## src/hdl/lfs_fault_map.vh

```
// constants for the led driver fault supervisor
`ifndef LFS_FAULT_MAP_VH
`define LFS_FAULT_MAP_VH

// clock and timing figures
`define LFS_CLK_KHZ         25000
`define LFS_SYNC_DELAY_US   30
`define LFS_SCP_TIMEOUT_MS  140
`define LFS_LSC_TERMINAL    16'h8002
`define LFS_SCP_WIDTH       22
`define LFS_IDLE_WIDTH      10

// register port
`define LFS_ADDR_W          4
`define LFS_DATA_W          16
`define LFS_ADDR_CTRL       4'h0
`define LFS_ADDR_OSC_DIV    4'h1
`define LFS_ADDR_STATUS     4'h2
`define LFS_ADDR_LSC_COUNT  4'h3
`define LFS_CTRL_RESET      16'h0001
`define LFS_OSC_DIV_RESET   16'h0053
`define LFS_OSC_DIV_MIN     16'h0002

// control field
`define LFS_CTRL_SYNC_ALLOW 0

// status fields
`define LFS_ST_UNDERVOLTAGE_LOCKOUT         0
`define LFS_ST_TSD          1
`define LFS_ST_OVP          2
`define LFS_ST_OCP          3
`define LFS_ST_SCP          4
`define LFS_ST_OPEN         5
`define LFS_ST_SHORT        6
`define LFS_ST_EXT          7
`define LFS_ST_SWITCH       8

// synchronised input lanes
`define LFS_NSYNC           14
`define LFS_IX_EN           0
`define LFS_IX_SYNC         1
`define LFS_IX_SUP_LO       2
`define LFS_IX_SUP_HI       3
`define LFS_IX_TEMP_HI      4
`define LFS_IX_TEMP_LO      5
`define LFS_IX_OVP_HI       6
`define LFS_IX_OVP_LO       7
`define LFS_IX_OVP_PRE      8
`define LFS_IX_CS_LOW       9
`define LFS_IX_FB_LOW       10
`define LFS_IX_SHORT        11
`define LFS_IX_DIM_ACT      12
`define LFS_IX_DIM_OUT      13

`endif

```

## src/hdl/lfs_sync2.v

```verilog
// two-stage synchroniser bank for comparator and pin inputs
`timescale 1ns/100ps
`default_nettype none
module lfs_sync2 #(
  parameter WIDTH = 1
) (
  // clock and reset
  input  wire             core_clk,
  input  wire             rstn,
  // lanes
  input  wire [WIDTH-1:0] async_in,
  output wire [WIDTH-1:0] sync_out
);
  reg [WIDTH-1:0] stage1;
  reg [WIDTH-1:0] stage2;

  genvar i;
  generate
    for (i = 0; i < WIDTH; i = i + 1) begin : g_lane
      // first stage feeds only the second
      always @(posedge core_clk) begin
        if (!rstn) begin
          stage1[i] <= 1'b0;
          stage2[i] <= 1'b0;
        end else begin
          stage1[i] <= async_in[i];
          stage2[i] <= stage1[i];
        end
      end
    end
  endgenerate

  assign sync_out = stage2;
endmodule // lfs_sync2
`default_nettype wire

```

## src/hdl/lfs_fault_supervisor.v

```verilog
// fault supervisor and oscillator source selector
`timescale 1ns/100ps
`default_nettype none
`include "lfs_fault_map.vh"
module lfs_fault_supervisor #(
  parameter SCP_TIMEOUT_CYCLES = `LFS_SCP_TIMEOUT_MS * `LFS_CLK_KHZ
) (
  // clock and reset
  input  wire                     core_clk,
  input  wire                     rstn,
  // register port
  input  wire [`LFS_ADDR_W-1:0]   reg_addr,
  input  wire [`LFS_DATA_W-1:0]   reg_wdata,
  input  wire                     reg_wr,
  input  wire                     reg_rd,
  output reg  [`LFS_DATA_W-1:0]   reg_rdata,
  // controller pins
  input  wire                     enable_in,
  input  wire                     sync_in,
  input  wire                     dim_active_in,
  input  wire                     dimming_switch_out,
  // comparator results
  input  wire                     supply_below_lo,
  input  wire                     supply_above_hi,
  input  wire                     temp_above_hi,
  input  wire                     temp_below_lo,
  input  wire                     ovp_above_hi,
  input  wire                     ovp_below_lo,
  input  wire                     ovp_above_pre,
  input  wire                     cs_below_limit,
  input  wire                     feedback_low,
  input  wire                     short_sense_diff,
  // open-drain fault pins
  output reg                      general_fault_out,
  output reg                      general_fault_oe_n,
  output reg                      led_fault_out,
  output reg                      led_fault_oe_n,
  // converter control
  output reg                      switching_on,
  output reg                      soft_start_discharge,
  output reg                      switch_tick,
  output reg                      ext_sync_active
);
  localparam [3:0] ST_OFF   = 4'b0001;
  localparam [3:0] ST_RUN   = 4'b0010;
  localparam [3:0] ST_HOLD  = 4'b0100;
  localparam [3:0] ST_LATCH = 4'b1000;

  // 30 us at the core rate, rounded down
  localparam [31:0] SYNC_WAIT_FULL =
    (`LFS_SYNC_DELAY_US * `LFS_CLK_KHZ / 1000) - 1;
  localparam [`LFS_IDLE_WIDTH-1:0] SYNC_WAIT_LAST =
    SYNC_WAIT_FULL[`LFS_IDLE_WIDTH-1:0];
  localparam [31:0] SCP_LAST = SCP_TIMEOUT_CYCLES - 1;

  wire [`LFS_NSYNC-1:0] raw;
  wire [`LFS_NSYNC-1:0] s;

  assign raw[`LFS_IX_EN]      = enable_in;
  assign raw[`LFS_IX_SYNC]    = sync_in;
  assign raw[`LFS_IX_SUP_LO]  = supply_below_lo;
  assign raw[`LFS_IX_SUP_HI]  = supply_above_hi;
  assign raw[`LFS_IX_TEMP_HI] = temp_above_hi;
  assign raw[`LFS_IX_TEMP_LO] = temp_below_lo;
  assign raw[`LFS_IX_OVP_HI]  = ovp_above_hi;
  assign raw[`LFS_IX_OVP_LO]  = ovp_below_lo;
  assign raw[`LFS_IX_OVP_PRE] = ovp_above_pre;
  assign raw[`LFS_IX_CS_LOW]  = cs_below_limit;
  assign raw[`LFS_IX_FB_LOW]  = feedback_low;
  assign raw[`LFS_IX_SHORT]   = short_sense_diff;
  assign raw[`LFS_IX_DIM_ACT] = dim_active_in;
  assign raw[`LFS_IX_DIM_OUT] = dimming_switch_out;

  lfs_sync2 #(
    .WIDTH(`LFS_NSYNC)
  ) u_sync (
    .core_clk (core_clk),
    .rstn     (rstn),
    .async_in (raw),
    .sync_out (s)
  );

  // software registers
  reg [`LFS_DATA_W-1:0]  ctrl;
  reg [`LFS_DATA_W-1:0]  osc_div;

  // protection state
  reg                     undervoltage_lockout;
  reg                     thermal_shutdown;
  reg                     overvoltage_protect;
  reg                     overcurrent_protect;
  reg                     scp_latch;
  reg                     open_latch;
  reg                     short_latch;
  reg [`LFS_SCP_WIDTH-1:0] scp_cnt;
  reg [15:0]              lsc_cnt;
  reg [3:0]               state;
  reg [3:0]               next_state;

  // oscillator state
  reg                     ext_mode;
  reg                     sync_q;
  reg [`LFS_IDLE_WIDTH-1:0] idle_cnt;
  reg [15:0]              div_cnt;
  reg                     int_tick;

  wire en          = s[`LFS_IX_EN];
  wire sync_rise   = ctrl[`LFS_CTRL_SYNC_ALLOW] & s[`LFS_IX_SYNC] & ~sync_q;
  wire sw_tick     = sync_rise | (int_tick & ~ext_mode);
  wire any_latch   = scp_latch | open_latch | short_latch;
  wire latch_clear = ~en | undervoltage_lockout;
  wire run_ok      = en & ~undervoltage_lockout & ~thermal_shutdown & ~any_latch;
  wire stop_sw     = overvoltage_protect | overcurrent_protect;
  wire active      = (state == ST_RUN) | (state == ST_HOLD);
  // dimming off-time freezes the short check rather than clearing it
  wire short_eval  = ~s[`LFS_IX_DIM_ACT] | s[`LFS_IX_DIM_OUT];
  wire osc_last    = (div_cnt >= osc_div - 16'h0001);

  // hysteresis comparators held as set/clear flops; overcurrent follows its comparator directly
  always @(posedge core_clk) begin
    if (!rstn) begin
      undervoltage_lockout <= 1'b1;
      thermal_shutdown  <= 1'b0;
      overvoltage_protect  <= 1'b0;
      overcurrent_protect  <= 1'b0;
    end else begin
      if (s[`LFS_IX_SUP_LO])
        undervoltage_lockout <= 1'b1;
      else if (s[`LFS_IX_SUP_HI])
        undervoltage_lockout <= 1'b0;
      if (s[`LFS_IX_TEMP_HI])
        thermal_shutdown <= 1'b1;
      else if (s[`LFS_IX_TEMP_LO])
        thermal_shutdown <= 1'b0;
      if (s[`LFS_IX_OVP_HI])
        overvoltage_protect <= 1'b1;
      else if (s[`LFS_IX_OVP_LO])
        overvoltage_protect <= 1'b0;
      overcurrent_protect <= s[`LFS_IX_CS_LOW];
    end
  end

  // output short timer, counted in core cycles
  always @(posedge core_clk) begin
    if (!rstn) begin
      scp_cnt   <= {`LFS_SCP_WIDTH{1'b0}};
      scp_latch <= 1'b0;
    end else if (latch_clear) begin
      scp_cnt   <= {`LFS_SCP_WIDTH{1'b0}};
      scp_latch <= 1'b0;
    end else if (!active || !s[`LFS_IX_FB_LOW]) begin
      scp_cnt <= {`LFS_SCP_WIDTH{1'b0}};
    end else if ({{(32-`LFS_SCP_WIDTH){1'b0}}, scp_cnt} >= SCP_LAST) begin
      scp_latch <= 1'b1;
    end else begin
      scp_cnt <= scp_cnt + {{(`LFS_SCP_WIDTH-1){1'b0}}, 1'b1};
    end
  end

  // led open: both comparators at once, no delay
  always @(posedge core_clk) begin
    if (!rstn)
      open_latch <= 1'b0;
    else if (latch_clear)
      open_latch <= 1'b0;
    else if (active && s[`LFS_IX_FB_LOW] && s[`LFS_IX_OVP_PRE])
      open_latch <= 1'b1;
  end

  // led short counter, one step per switching cycle
  always @(posedge core_clk) begin
    if (!rstn) begin
      lsc_cnt     <= 16'h0000;
      short_latch <= 1'b0;
    end else if (latch_clear) begin
      lsc_cnt     <= 16'h0000;
      short_latch <= 1'b0;
    end else if (!active) begin
      lsc_cnt <= 16'h0000;
    end else if (short_eval) begin
      if (!s[`LFS_IX_SHORT])
        lsc_cnt <= 16'h0000;
      else if (lsc_cnt >= `LFS_LSC_TERMINAL)
        short_latch <= 1'b1;
      else if (sw_tick)
        lsc_cnt <= lsc_cnt + 16'h0001;
    end
  end

  // oscillator source: sync edges win, idle low hands back after delay
  always @(posedge core_clk) begin
    if (!rstn) begin
      sync_q   <= 1'b0;
      ext_mode <= 1'b0;
      idle_cnt <= {`LFS_IDLE_WIDTH{1'b0}};
    end else begin
      sync_q <= s[`LFS_IX_SYNC];
      if (sync_rise) begin
        ext_mode <= 1'b1;
        idle_cnt <= {`LFS_IDLE_WIDTH{1'b0}};
      end else if (!ext_mode || s[`LFS_IX_SYNC]) begin
        idle_cnt <= {`LFS_IDLE_WIDTH{1'b0}};
      end else if (idle_cnt >= SYNC_WAIT_LAST) begin
        ext_mode <= 1'b0;
        idle_cnt <= {`LFS_IDLE_WIDTH{1'b0}};
      end else begin
        idle_cnt <= idle_cnt + {{(`LFS_IDLE_WIDTH-1){1'b0}}, 1'b1};
      end
    end
  end

  // internal oscillator divider; parked while sync drives the converter
  always @(posedge core_clk) begin
    if (!rstn) begin
      div_cnt  <= 16'h0000;
      int_tick <= 1'b0;
    end else if (ext_mode || !en) begin
      div_cnt  <= 16'h0000;
      int_tick <= 1'b0;
    end else if (osc_last) begin
      div_cnt  <= 16'h0000;
      int_tick <= 1'b1;
    end else begin
      div_cnt  <= div_cnt + 16'h0001;
      int_tick <= 1'b0;
    end
  end

  // converter sequencing
  always @* begin
    next_state = state;
    case (state)
      ST_OFF: begin
        if (run_ok)
          next_state = stop_sw ? ST_HOLD : ST_RUN;
      end
      ST_RUN: begin
        if (!run_ok)
          next_state = any_latch ? ST_LATCH : ST_OFF;
        else if (stop_sw)
          next_state = ST_HOLD;
      end
      ST_HOLD: begin
        if (!run_ok)
          next_state = any_latch ? ST_LATCH : ST_OFF;
        else if (!stop_sw)
          next_state = ST_RUN;
      end
      ST_LATCH: begin
        if (latch_clear)
          next_state = ST_OFF;
      end
      default: next_state = ST_OFF;
    endcase
  end

  always @(posedge core_clk) begin
    if (!rstn)
      state <= ST_OFF;
    else
      state <= next_state;
  end

  // registered outputs; discharge whenever not switching so the ramp
  // always restarts from zero
  always @(posedge core_clk) begin
    if (!rstn) begin
      switching_on         <= 1'b0;
      soft_start_discharge <= 1'b1;
      switch_tick          <= 1'b0;
      ext_sync_active      <= 1'b0;
      general_fault_out    <= 1'b0;
      general_fault_oe_n   <= 1'b1;
      led_fault_out        <= 1'b0;
      led_fault_oe_n       <= 1'b1;
    end else begin
      switching_on         <= (next_state == ST_RUN);
      soft_start_discharge <= (next_state != ST_RUN);
      // a source handover must not give two ticks in a row
      switch_tick          <= sw_tick & ~switch_tick &
                              (next_state == ST_RUN);
      ext_sync_active      <= ext_mode;
      general_fault_out    <= 1'b0;
      general_fault_oe_n   <= ~(undervoltage_lockout | thermal_shutdown | overvoltage_protect | scp_latch);
      led_fault_out        <= 1'b0;
      led_fault_oe_n       <= ~(open_latch | short_latch);
    end
  end

  // register writes; tiny divider values would stall the oscillator
  always @(posedge core_clk) begin
    if (!rstn) begin
      ctrl    <= `LFS_CTRL_RESET;
      osc_div <= `LFS_OSC_DIV_RESET;
    end else if (reg_wr) begin
      case (reg_addr)
        `LFS_ADDR_CTRL: begin
          ctrl <= reg_wdata & `LFS_CTRL_RESET;
        end
        `LFS_ADDR_OSC_DIV: begin
          if (reg_wdata < `LFS_OSC_DIV_MIN)
            osc_div <= `LFS_OSC_DIV_MIN;
          else
            osc_div <= reg_wdata;
        end
        default: begin
          ctrl <= ctrl;
        end
      endcase
    end
  end

  // read data stand only in the cycle after the strobe
  always @(posedge core_clk) begin
    if (!rstn) begin
      reg_rdata <= {`LFS_DATA_W{1'b0}};
    end else if (reg_rd) begin
      case (reg_addr)
        `LFS_ADDR_CTRL:      reg_rdata <= ctrl;
        `LFS_ADDR_OSC_DIV:   reg_rdata <= osc_div;
        `LFS_ADDR_STATUS: begin
          reg_rdata                 <= {`LFS_DATA_W{1'b0}};
          reg_rdata[`LFS_ST_UNDERVOLTAGE_LOCKOUT]   <= undervoltage_lockout;
          reg_rdata[`LFS_ST_TSD]    <= thermal_shutdown;
          reg_rdata[`LFS_ST_OVP]    <= overvoltage_protect;
          reg_rdata[`LFS_ST_OCP]    <= overcurrent_protect;
          reg_rdata[`LFS_ST_SCP]    <= scp_latch;
          reg_rdata[`LFS_ST_OPEN]   <= open_latch;
          reg_rdata[`LFS_ST_SHORT]  <= short_latch;
          reg_rdata[`LFS_ST_EXT]    <= ext_mode;
          reg_rdata[`LFS_ST_SWITCH] <= (state == ST_RUN);
        end
        `LFS_ADDR_LSC_COUNT: reg_rdata <= lsc_cnt;
        default:             reg_rdata <= {`LFS_DATA_W{1'b0}};
      endcase
    end else begin
      reg_rdata <= {`LFS_DATA_W{1'b0}};
    end
  end

endmodule // lfs_fault_supervisor
`default_nettype wire

```

## config.mk

```make
export PLATFORM = sky130hd
export DESIGN_NAME = lfs_fault_supervisor
export DESIGN_NICKNAME = d
export VERILOG_FILES = /design/src/hdl/lfs_sync2.v /design/src/hdl/lfs_fault_supervisor.v
export VERILOG_INCLUDE_DIRS = /design/src /design/src/hdl
export SDC_FILE = /design/constraint.sdc
export NUM_CORES = 1
export LEC_CHECK = 0
export BUFFER_PORTS_ARGS = -buffer_cell sky130_fd_sc_hd__buf_2
export CAP_MARGIN = 10
export CELL_PAD_IN_SITES_DETAIL_PLACEMENT = 1
export CELL_PAD_IN_SITES_GLOBAL_PLACEMENT = 2
export CORE_MARGIN = 4
export CORE_UTILIZATION = 33
export DETAILED_ROUTE_END_ITERATION = 16
export PLACE_DENSITY_LB_ADDON = 0.25
export SKIP_LAST_GASP = 1
export SYNTH_ARGS = -nofsm -noshare
export SYNTH_HDL_FRONTEND = slang
export SYNTH_SLANG_ARGS = --single-unit
```

## constraint.sdc

```tcl
create_clock -name core_clk -period 2.81 [get_ports core_clk]
set_input_delay 0.1405 -clock core_clk [delete_from_list [all_inputs] [get_ports core_clk]]
set_output_delay 0.1405 -clock core_clk [all_outputs]
set_load 0.05 [all_outputs]
```

# [After elaboration in Yosys (flattened, before gate mapping)]
# Index checks and enable logic that the tools add are counted.
[op_classes] mux=22 multipliers=0 n_reduce_logical=27 add_sub_neg=5 div=0 order_cmp=5 bitwise_logic=32 n_eq_ne=12 shifts=0
[op_table] operator="$mux W16" n=4
[op_table] operator="$pmux W16 S4" n=1
[op_table] operator="$add A16 B1 Y16 const B" n=2
[op_table] operator="$mux W4" n=7
[op_table] operator="$add A22 B1 Y22 const B" n=1
[op_table] operator="$ge A22 B22 Y1 const B" n=1
[op_table] operator="$eq A4 B2 Y1 const B" n=4
[op_table] operator="$ge A16 B16 Y1" n=1
[op_table] operator="$ge A16 B16 Y1 const B" n=1
[op_table] operator="$lt A16 B2 Y1 const B" n=1
[op_table] operator="$pmux W4 S4" n=1
[op_table] operator="$sub A16 B1 Y16 const B" n=1
[op_table] operator="$not A1 Y1" n=13
[op_table] operator="$or A1 B1 Y1" n=11
[op_table] operator="$add A10 B1 Y10 const B" n=1
[op_table] operator="$ge A10 B10 Y1 const B" n=1
[op_table] operator="$reduce_and A2 Y1" n=5
[op_table] operator="$reduce_or A3 Y1" n=3
[op_table] operator="$and A1 B1 Y1" n=8
[op_table] operator="$eq A4 B1 Y1 const B" n=2
[op_table] operator="$mux W1" n=8
[op_table] operator="$ne A2 B2 Y1 const B" n=3
[op_table] operator="$reduce_bool A2 Y1" n=3
[op_table] operator="$reduce_or A2 Y1" n=3
[op_table] operator="11 further kinds" n=17
[word_totals] rom_bits=0 output_inout_bits=24 latch_bits=0 register_bits=145 inputBits=38 memories=0 mem_bits_rw=0

# [Depth between registers and ports, before layout]
[depth] depth_word=8 ltp_mapped=12 ltp_nobuf=11

# [By module]
# A second synthesis with hierarchy kept.
[hier_totals] cells_unflattened=703 hier_area_um2=6422.4
[modules_own_cells] mod="lfs_fault_supervisor" area_per_inst_um2=5636.7 cells_per_inst=645 instances=1 seq_area_each_um2=2342.2
[modules_own_cells] mod="lfs_sync2" area_per_inst_um2=785.8 cells_per_inst=58 instances=1 seq_area_each_um2=560.5

# [Least setup slack after synthesis]
# Ideal clock, no wire load.
[synth_path] path_kind="register to register" startpoint="register osc_div[2]" endpoint="register div_cnt[10]" setup_time_ps=132 stages_incl_launch_ff=12 setup_slack_ps=-42 path_buffers=1 arrival_time_ps=2720 cell_sequence="dfxtp_1 nor4_1 nand3_1 nor4_1 xnor2_1 ha_1 nand4_1 nor2_1 o2111ai_1 o22ai_1 clkbuf_1 nor3_1"
[synth_between] elab_chain_cells=3
[synth_rtl] item="from (decl)" line_no="lfs_fault_supervisor.v:85" source="reg [`LFS_DATA_W-1:0] osc_div;"
[synth_rtl] item="from (signal assigned)" line_no="lfs_fault_supervisor.v:294" source="osc_div <= `LFS_OSC_DIV_RESET;"
[synth_rtl] item="from (signal assigned)" line_no="lfs_fault_supervisor.v:302" source="osc_div <= `LFS_OSC_DIV_MIN;"
[synth_rtl] item="from (signal assigned)" line_no="lfs_fault_supervisor.v:304" source="osc_div <= reg_wdata;"
[synth_rtl] item="$sub A16 B1 Y16" line_no="lfs_fault_supervisor.v:117" source="wire osc_last = (div_cnt >= osc_div - 16'h0001);"
[synth_rtl] item="$ge A16 B16 Y1" line_no="lfs_fault_supervisor.v:117"
[synth_rtl] item="$reduce_or A3 Y1 (no line)"
[synth_rtl] item="to (signal assigned)" line_no="lfs_fault_supervisor.v:224" source="div_cnt <= div_cnt + 16'h0001;"
[synth_rtl] item="to (decl)" line_no="lfs_fault_supervisor.v:104" source="reg [15:0] div_cnt;"
# Every way passes these cells.
# A chain may end at the register's enable or synchronous reset.

# [Final worst setup path]
[layout_path] startpoint="register osc_div[10]" endpoint="register div_cnt[12]"
# Same word-level chain as after synthesis.

==> results.cfg <==
[synth]
synth_cells = 717
yosys_register_bits = 145
ys_dominant_reg_cell = sky130_fd_sc_hd__dfxtp_1
syn-cell-area_mm2 = 0.00642
synth-edff-count = 0
library_cells_used_by_synthesis = 61
synth.yosys.seq_area_share_pct = 45.2
synth.avg_cell_area_um2 = 8.96
synthesis.yosys.warnings = 0
async_flop_share_pct = 0

[floorplan]
die_area_mm2 = 0.0218
initial_core_util_pct = 33.9
io_pins = 62
fp.dieH_um = 148
die-width_um = 148
floorplan.core_area_mm2 = 0.0190
floorplan_row_count = 50

[clock_network]
htree_num_levels = 4
clock-sinks = 145
clock_tree_from_tritoncts = yes
clk_latency_ns = 0.42
clock_edge_transition_at_the_registers_on_the_reported_setup_and_hold_paths_ns = 0.06
root_buffer = sky130_fd_sc_hd__clkbuf_16
max-clock-path-buffers = 2
cts_made_buffers = 17

[timing]
finalWorstPathRequiredPeriod_ns = 2.66
max_slew.worst_pin.slew_ns = 0.712
worst_clk_skew_ns = 0.00588
max_clock_freq_mhz = 375
final_max_slew_viol_count = 0
setup-violations-final = 0
slew-limit-headroom_pct = 52.6
final_hold_viol_count = 0
layout_worst_path_cycle_share_pct = 94.8
tightest_hold_margin_ns = 0.0155

[routing]
drt_drc_violations_left = 0
drtIter0Drc = 275
drt_wl_total_mm = 17.7
route.antenna.remaining_nets = 0
via_count = 5456
drt-vias-per-instance = 5.09
drt-pass1-iter-count = 6
drt-wirelength-per-cell_um = 16.5

[hold_path]
hold-path-cell-count = 3
hold-path-endpoint = osc_div[11]
worst_hold_path_startpoint = reg_wdata[11]
hp-class = input port to register

[critical_path]
timing.critical_path.to_type = register
critical_path.max_fanout = 16
reg2reg_depth = 11
worst_path_dominant_cell_family = simple AND/OR/NAND/NOR gates
wp_data_required_ns = 3.15
critical_path.slowest_cell = sky130_fd_sc_hd__or4_4
worst-path-buf-inv = 2
crit_arrival_ns = 3.00
critical_path.startpoint_type = register
crit_type = register to register
crit-reg2reg-capture = div_cnt[12]
reg2reg_slack_ns = 0.15
timing.critical_path.slowest_cell_delay_ns = 0.55
sequence_of_cells_on_the_critical_path = or4_4 > nor3_2 > xnor2_1 > ha_1 > buf_4 > nand2_1 > o21ai_0 > a21oi_1 > nand2_1 > buf_6 > nor3_2
regToRegStartpoint = osc_div[10]

[global_route]
wire_length_of_the_first_global_routing_pass_mm = 29.2
global_route.overflow_total = 0
pin_count_of_the_biggest_net_entering_global_routing = 59
initial_antenna_violation_count = 0
track_usage_pct = 16.5
grt_pass1_vias = 5713

[layout]
drive_above_1_share_pct = 17.0
antenna-diode-count = 0
layout.cells.most_common = sky130_fd_sc_hd__dfxtp_1
syn2layout_area_growth_pct = 23.8
postLayoutCoreUtil_pct = 42.0
most-common-layout-cells = sky130_fd_sc_hd__dfxtp_1 (142), sky130_fd_sc_hd__nor2_1 (72), sky130_fd_sc_hd__nand2_1 (72)
finish.net_count = 861

[pwr]
pwr_density_cell_mw_per_mm2 = 576
leakagePower_uw = 0.00292
ir_drop_v = 0.000415

[status]
status = complete, no violations

[placed_design]
io_buffers = 59
globalplace.congestion = 0.824
dpl.hpwl_mm = 12.7

[run]
drv_cap = 0
report_power, final:
group,internal (uW),switching (uW),total (uW)
clock,1380,932,2310
combinational,78.2,89.5,168
sequential,2080,20.4,2100
total,3540,1040,4580
cells in the mapped netlist, types with 8 or more instances:
| cell | number | area share (%) |
|---|---|---|
| sky130_fd_sc_hd__and3_1 | 12 | 1.2 |
| sky130_fd_sc_hd__dfxtp_1 | 145 | 45 |
| sky130_fd_sc_hd__a21oi_1 | 16 | 1.2 |
| sky130_fd_sc_hd__nand3_1 | 30 | 2.3 |
| sky130_fd_sc_hd__a21boi_0 | 12 | 1.4 |
| sky130_fd_sc_hd__ha_1 | 24 | 4.7 |
| sky130_fd_sc_hd__nor4_1 | 18 | 1.8 |
| sky130_fd_sc_hd__nand2_1 | 72 | 4.2 |
| sky130_fd_sc_hd__nand4_1 | 20 | 1.9 |
| sky130_fd_sc_hd__nor2_1 | 73 | 4.3 |
| sky130_fd_sc_hd__xor2_1 | 30 | 4.1 |
| sky130_fd_sc_hd__a22oi_1 | 8 | 0.93 |
| sky130_fd_sc_hd__and2_1 | 36 | 3.5 |
| sky130_fd_sc_hd__o21ai_1 | 8 | 0.62 |
| sky130_fd_sc_hd__nor3_1 | 33 | 2.6 |
| sky130_fd_sc_hd__inv_1 | 19 | 1.1 |
| sky130_fd_sc_hd__clkbuf_1 | 23 | 1.3 |
| sky130_fd_sc_hd__xnor2_1 | 29 | 4.0 |
metal layers:
layer	up-vias	global-route usage, %	wire (um)
met2	101	29.1	8760
met1	2634	20.4	8130
met5	-	0	0
met4	0	5.08	256
li1	2698	-	-
met3	23	3.10	538
worst min-delay path, delay by kind of cell:
family / cells / cell delay (ns)
buf+inv: 1 / 0.11
compound gates: 1 / 0.08
simple gates: 1 / 0.05
cell type report:
cell class | count | area, um2
Tap cell | 260 | 325
Sequential cell | 145 | 2910
Clock buffer | 20 | 457
Multi-Input combinational cell | 523 | 3440
Fill cell | 2164 | 11000
Inverter | 19 | 71.3
Clock inverter | 12 | 144
Timing Repair Buffer | 93 | 614
how the worst max path moves through the flow:
stage | start | end | slack [ns] | depth (start not counted)
final | osc_div[10] | div_cnt[12] | 0.15 | 11
after global routing | osc_div[7] | div_cnt[7] | -0.007 | 11
after CTS | osc_div[6] | div_cnt[7] | 0.004 | 11
after detailed placement | osc_div[3] | div_cnt[7] | 0.01 | 11
after global placement | osc_div[3] | div_cnt[15] | 0.17 | 11
after floorplan | osc_div[6] | div_cnt[10] | 0.03 | 12
sequential cells by signal (all words and copies together) (netlist names), 4 cells and up:
| signal | flops |
|---|---|
| idle_cnt | 10 |
| osc_div | 16 |
| u_sync.stage1 | 14 |
| state | 4 |
| reg_rdata | 16 |
| scp_cnt | 22 |
| u_sync.sync_out | 14 |
| lsc_cnt | 16 |
| div_cnt | 16 |
what timing repair did:
item | in CTS | in global routing
pin swaps | 0 | 9
buffers inserted | 0 | 3
gates resized for setup | 1 | 31
setup endpoints to repair | 16 | 17
cloned | 0 | 1
hold buffers | 20 | 1
hold endpoints to repair | 20 | 1
kinds of logic after synthesis:
family | count (synthesis) | share of synthesized area (%)
mux | 3 | 0.467
simple gates | 336 | 27.0
compound gates | 99 | 11.1
fa+ha+maj | 24 | 4.67
other cells | 1 | 0.0584
buf+inv | 50 | 3.54
xor+xnor | 59 | 8.04
flops | 145 | 45.2
stage by stage:
step	TNS [ns]	cells	setup WS, ns	power [uW]	area, um2
CTS	0	1066	0.00399	4630	7770
finish	0	1072	0.146	4580	7950
global route	-0.0225	1072	-0.00744	4760	7950
floorplan	0	718	0.0273	2220	6430
detailed placement	0	1014	0.0112	2290	6960
global placement	0	1014	0.172	2280	6960
Note: power is estimated with default switching activity, not from simulation.
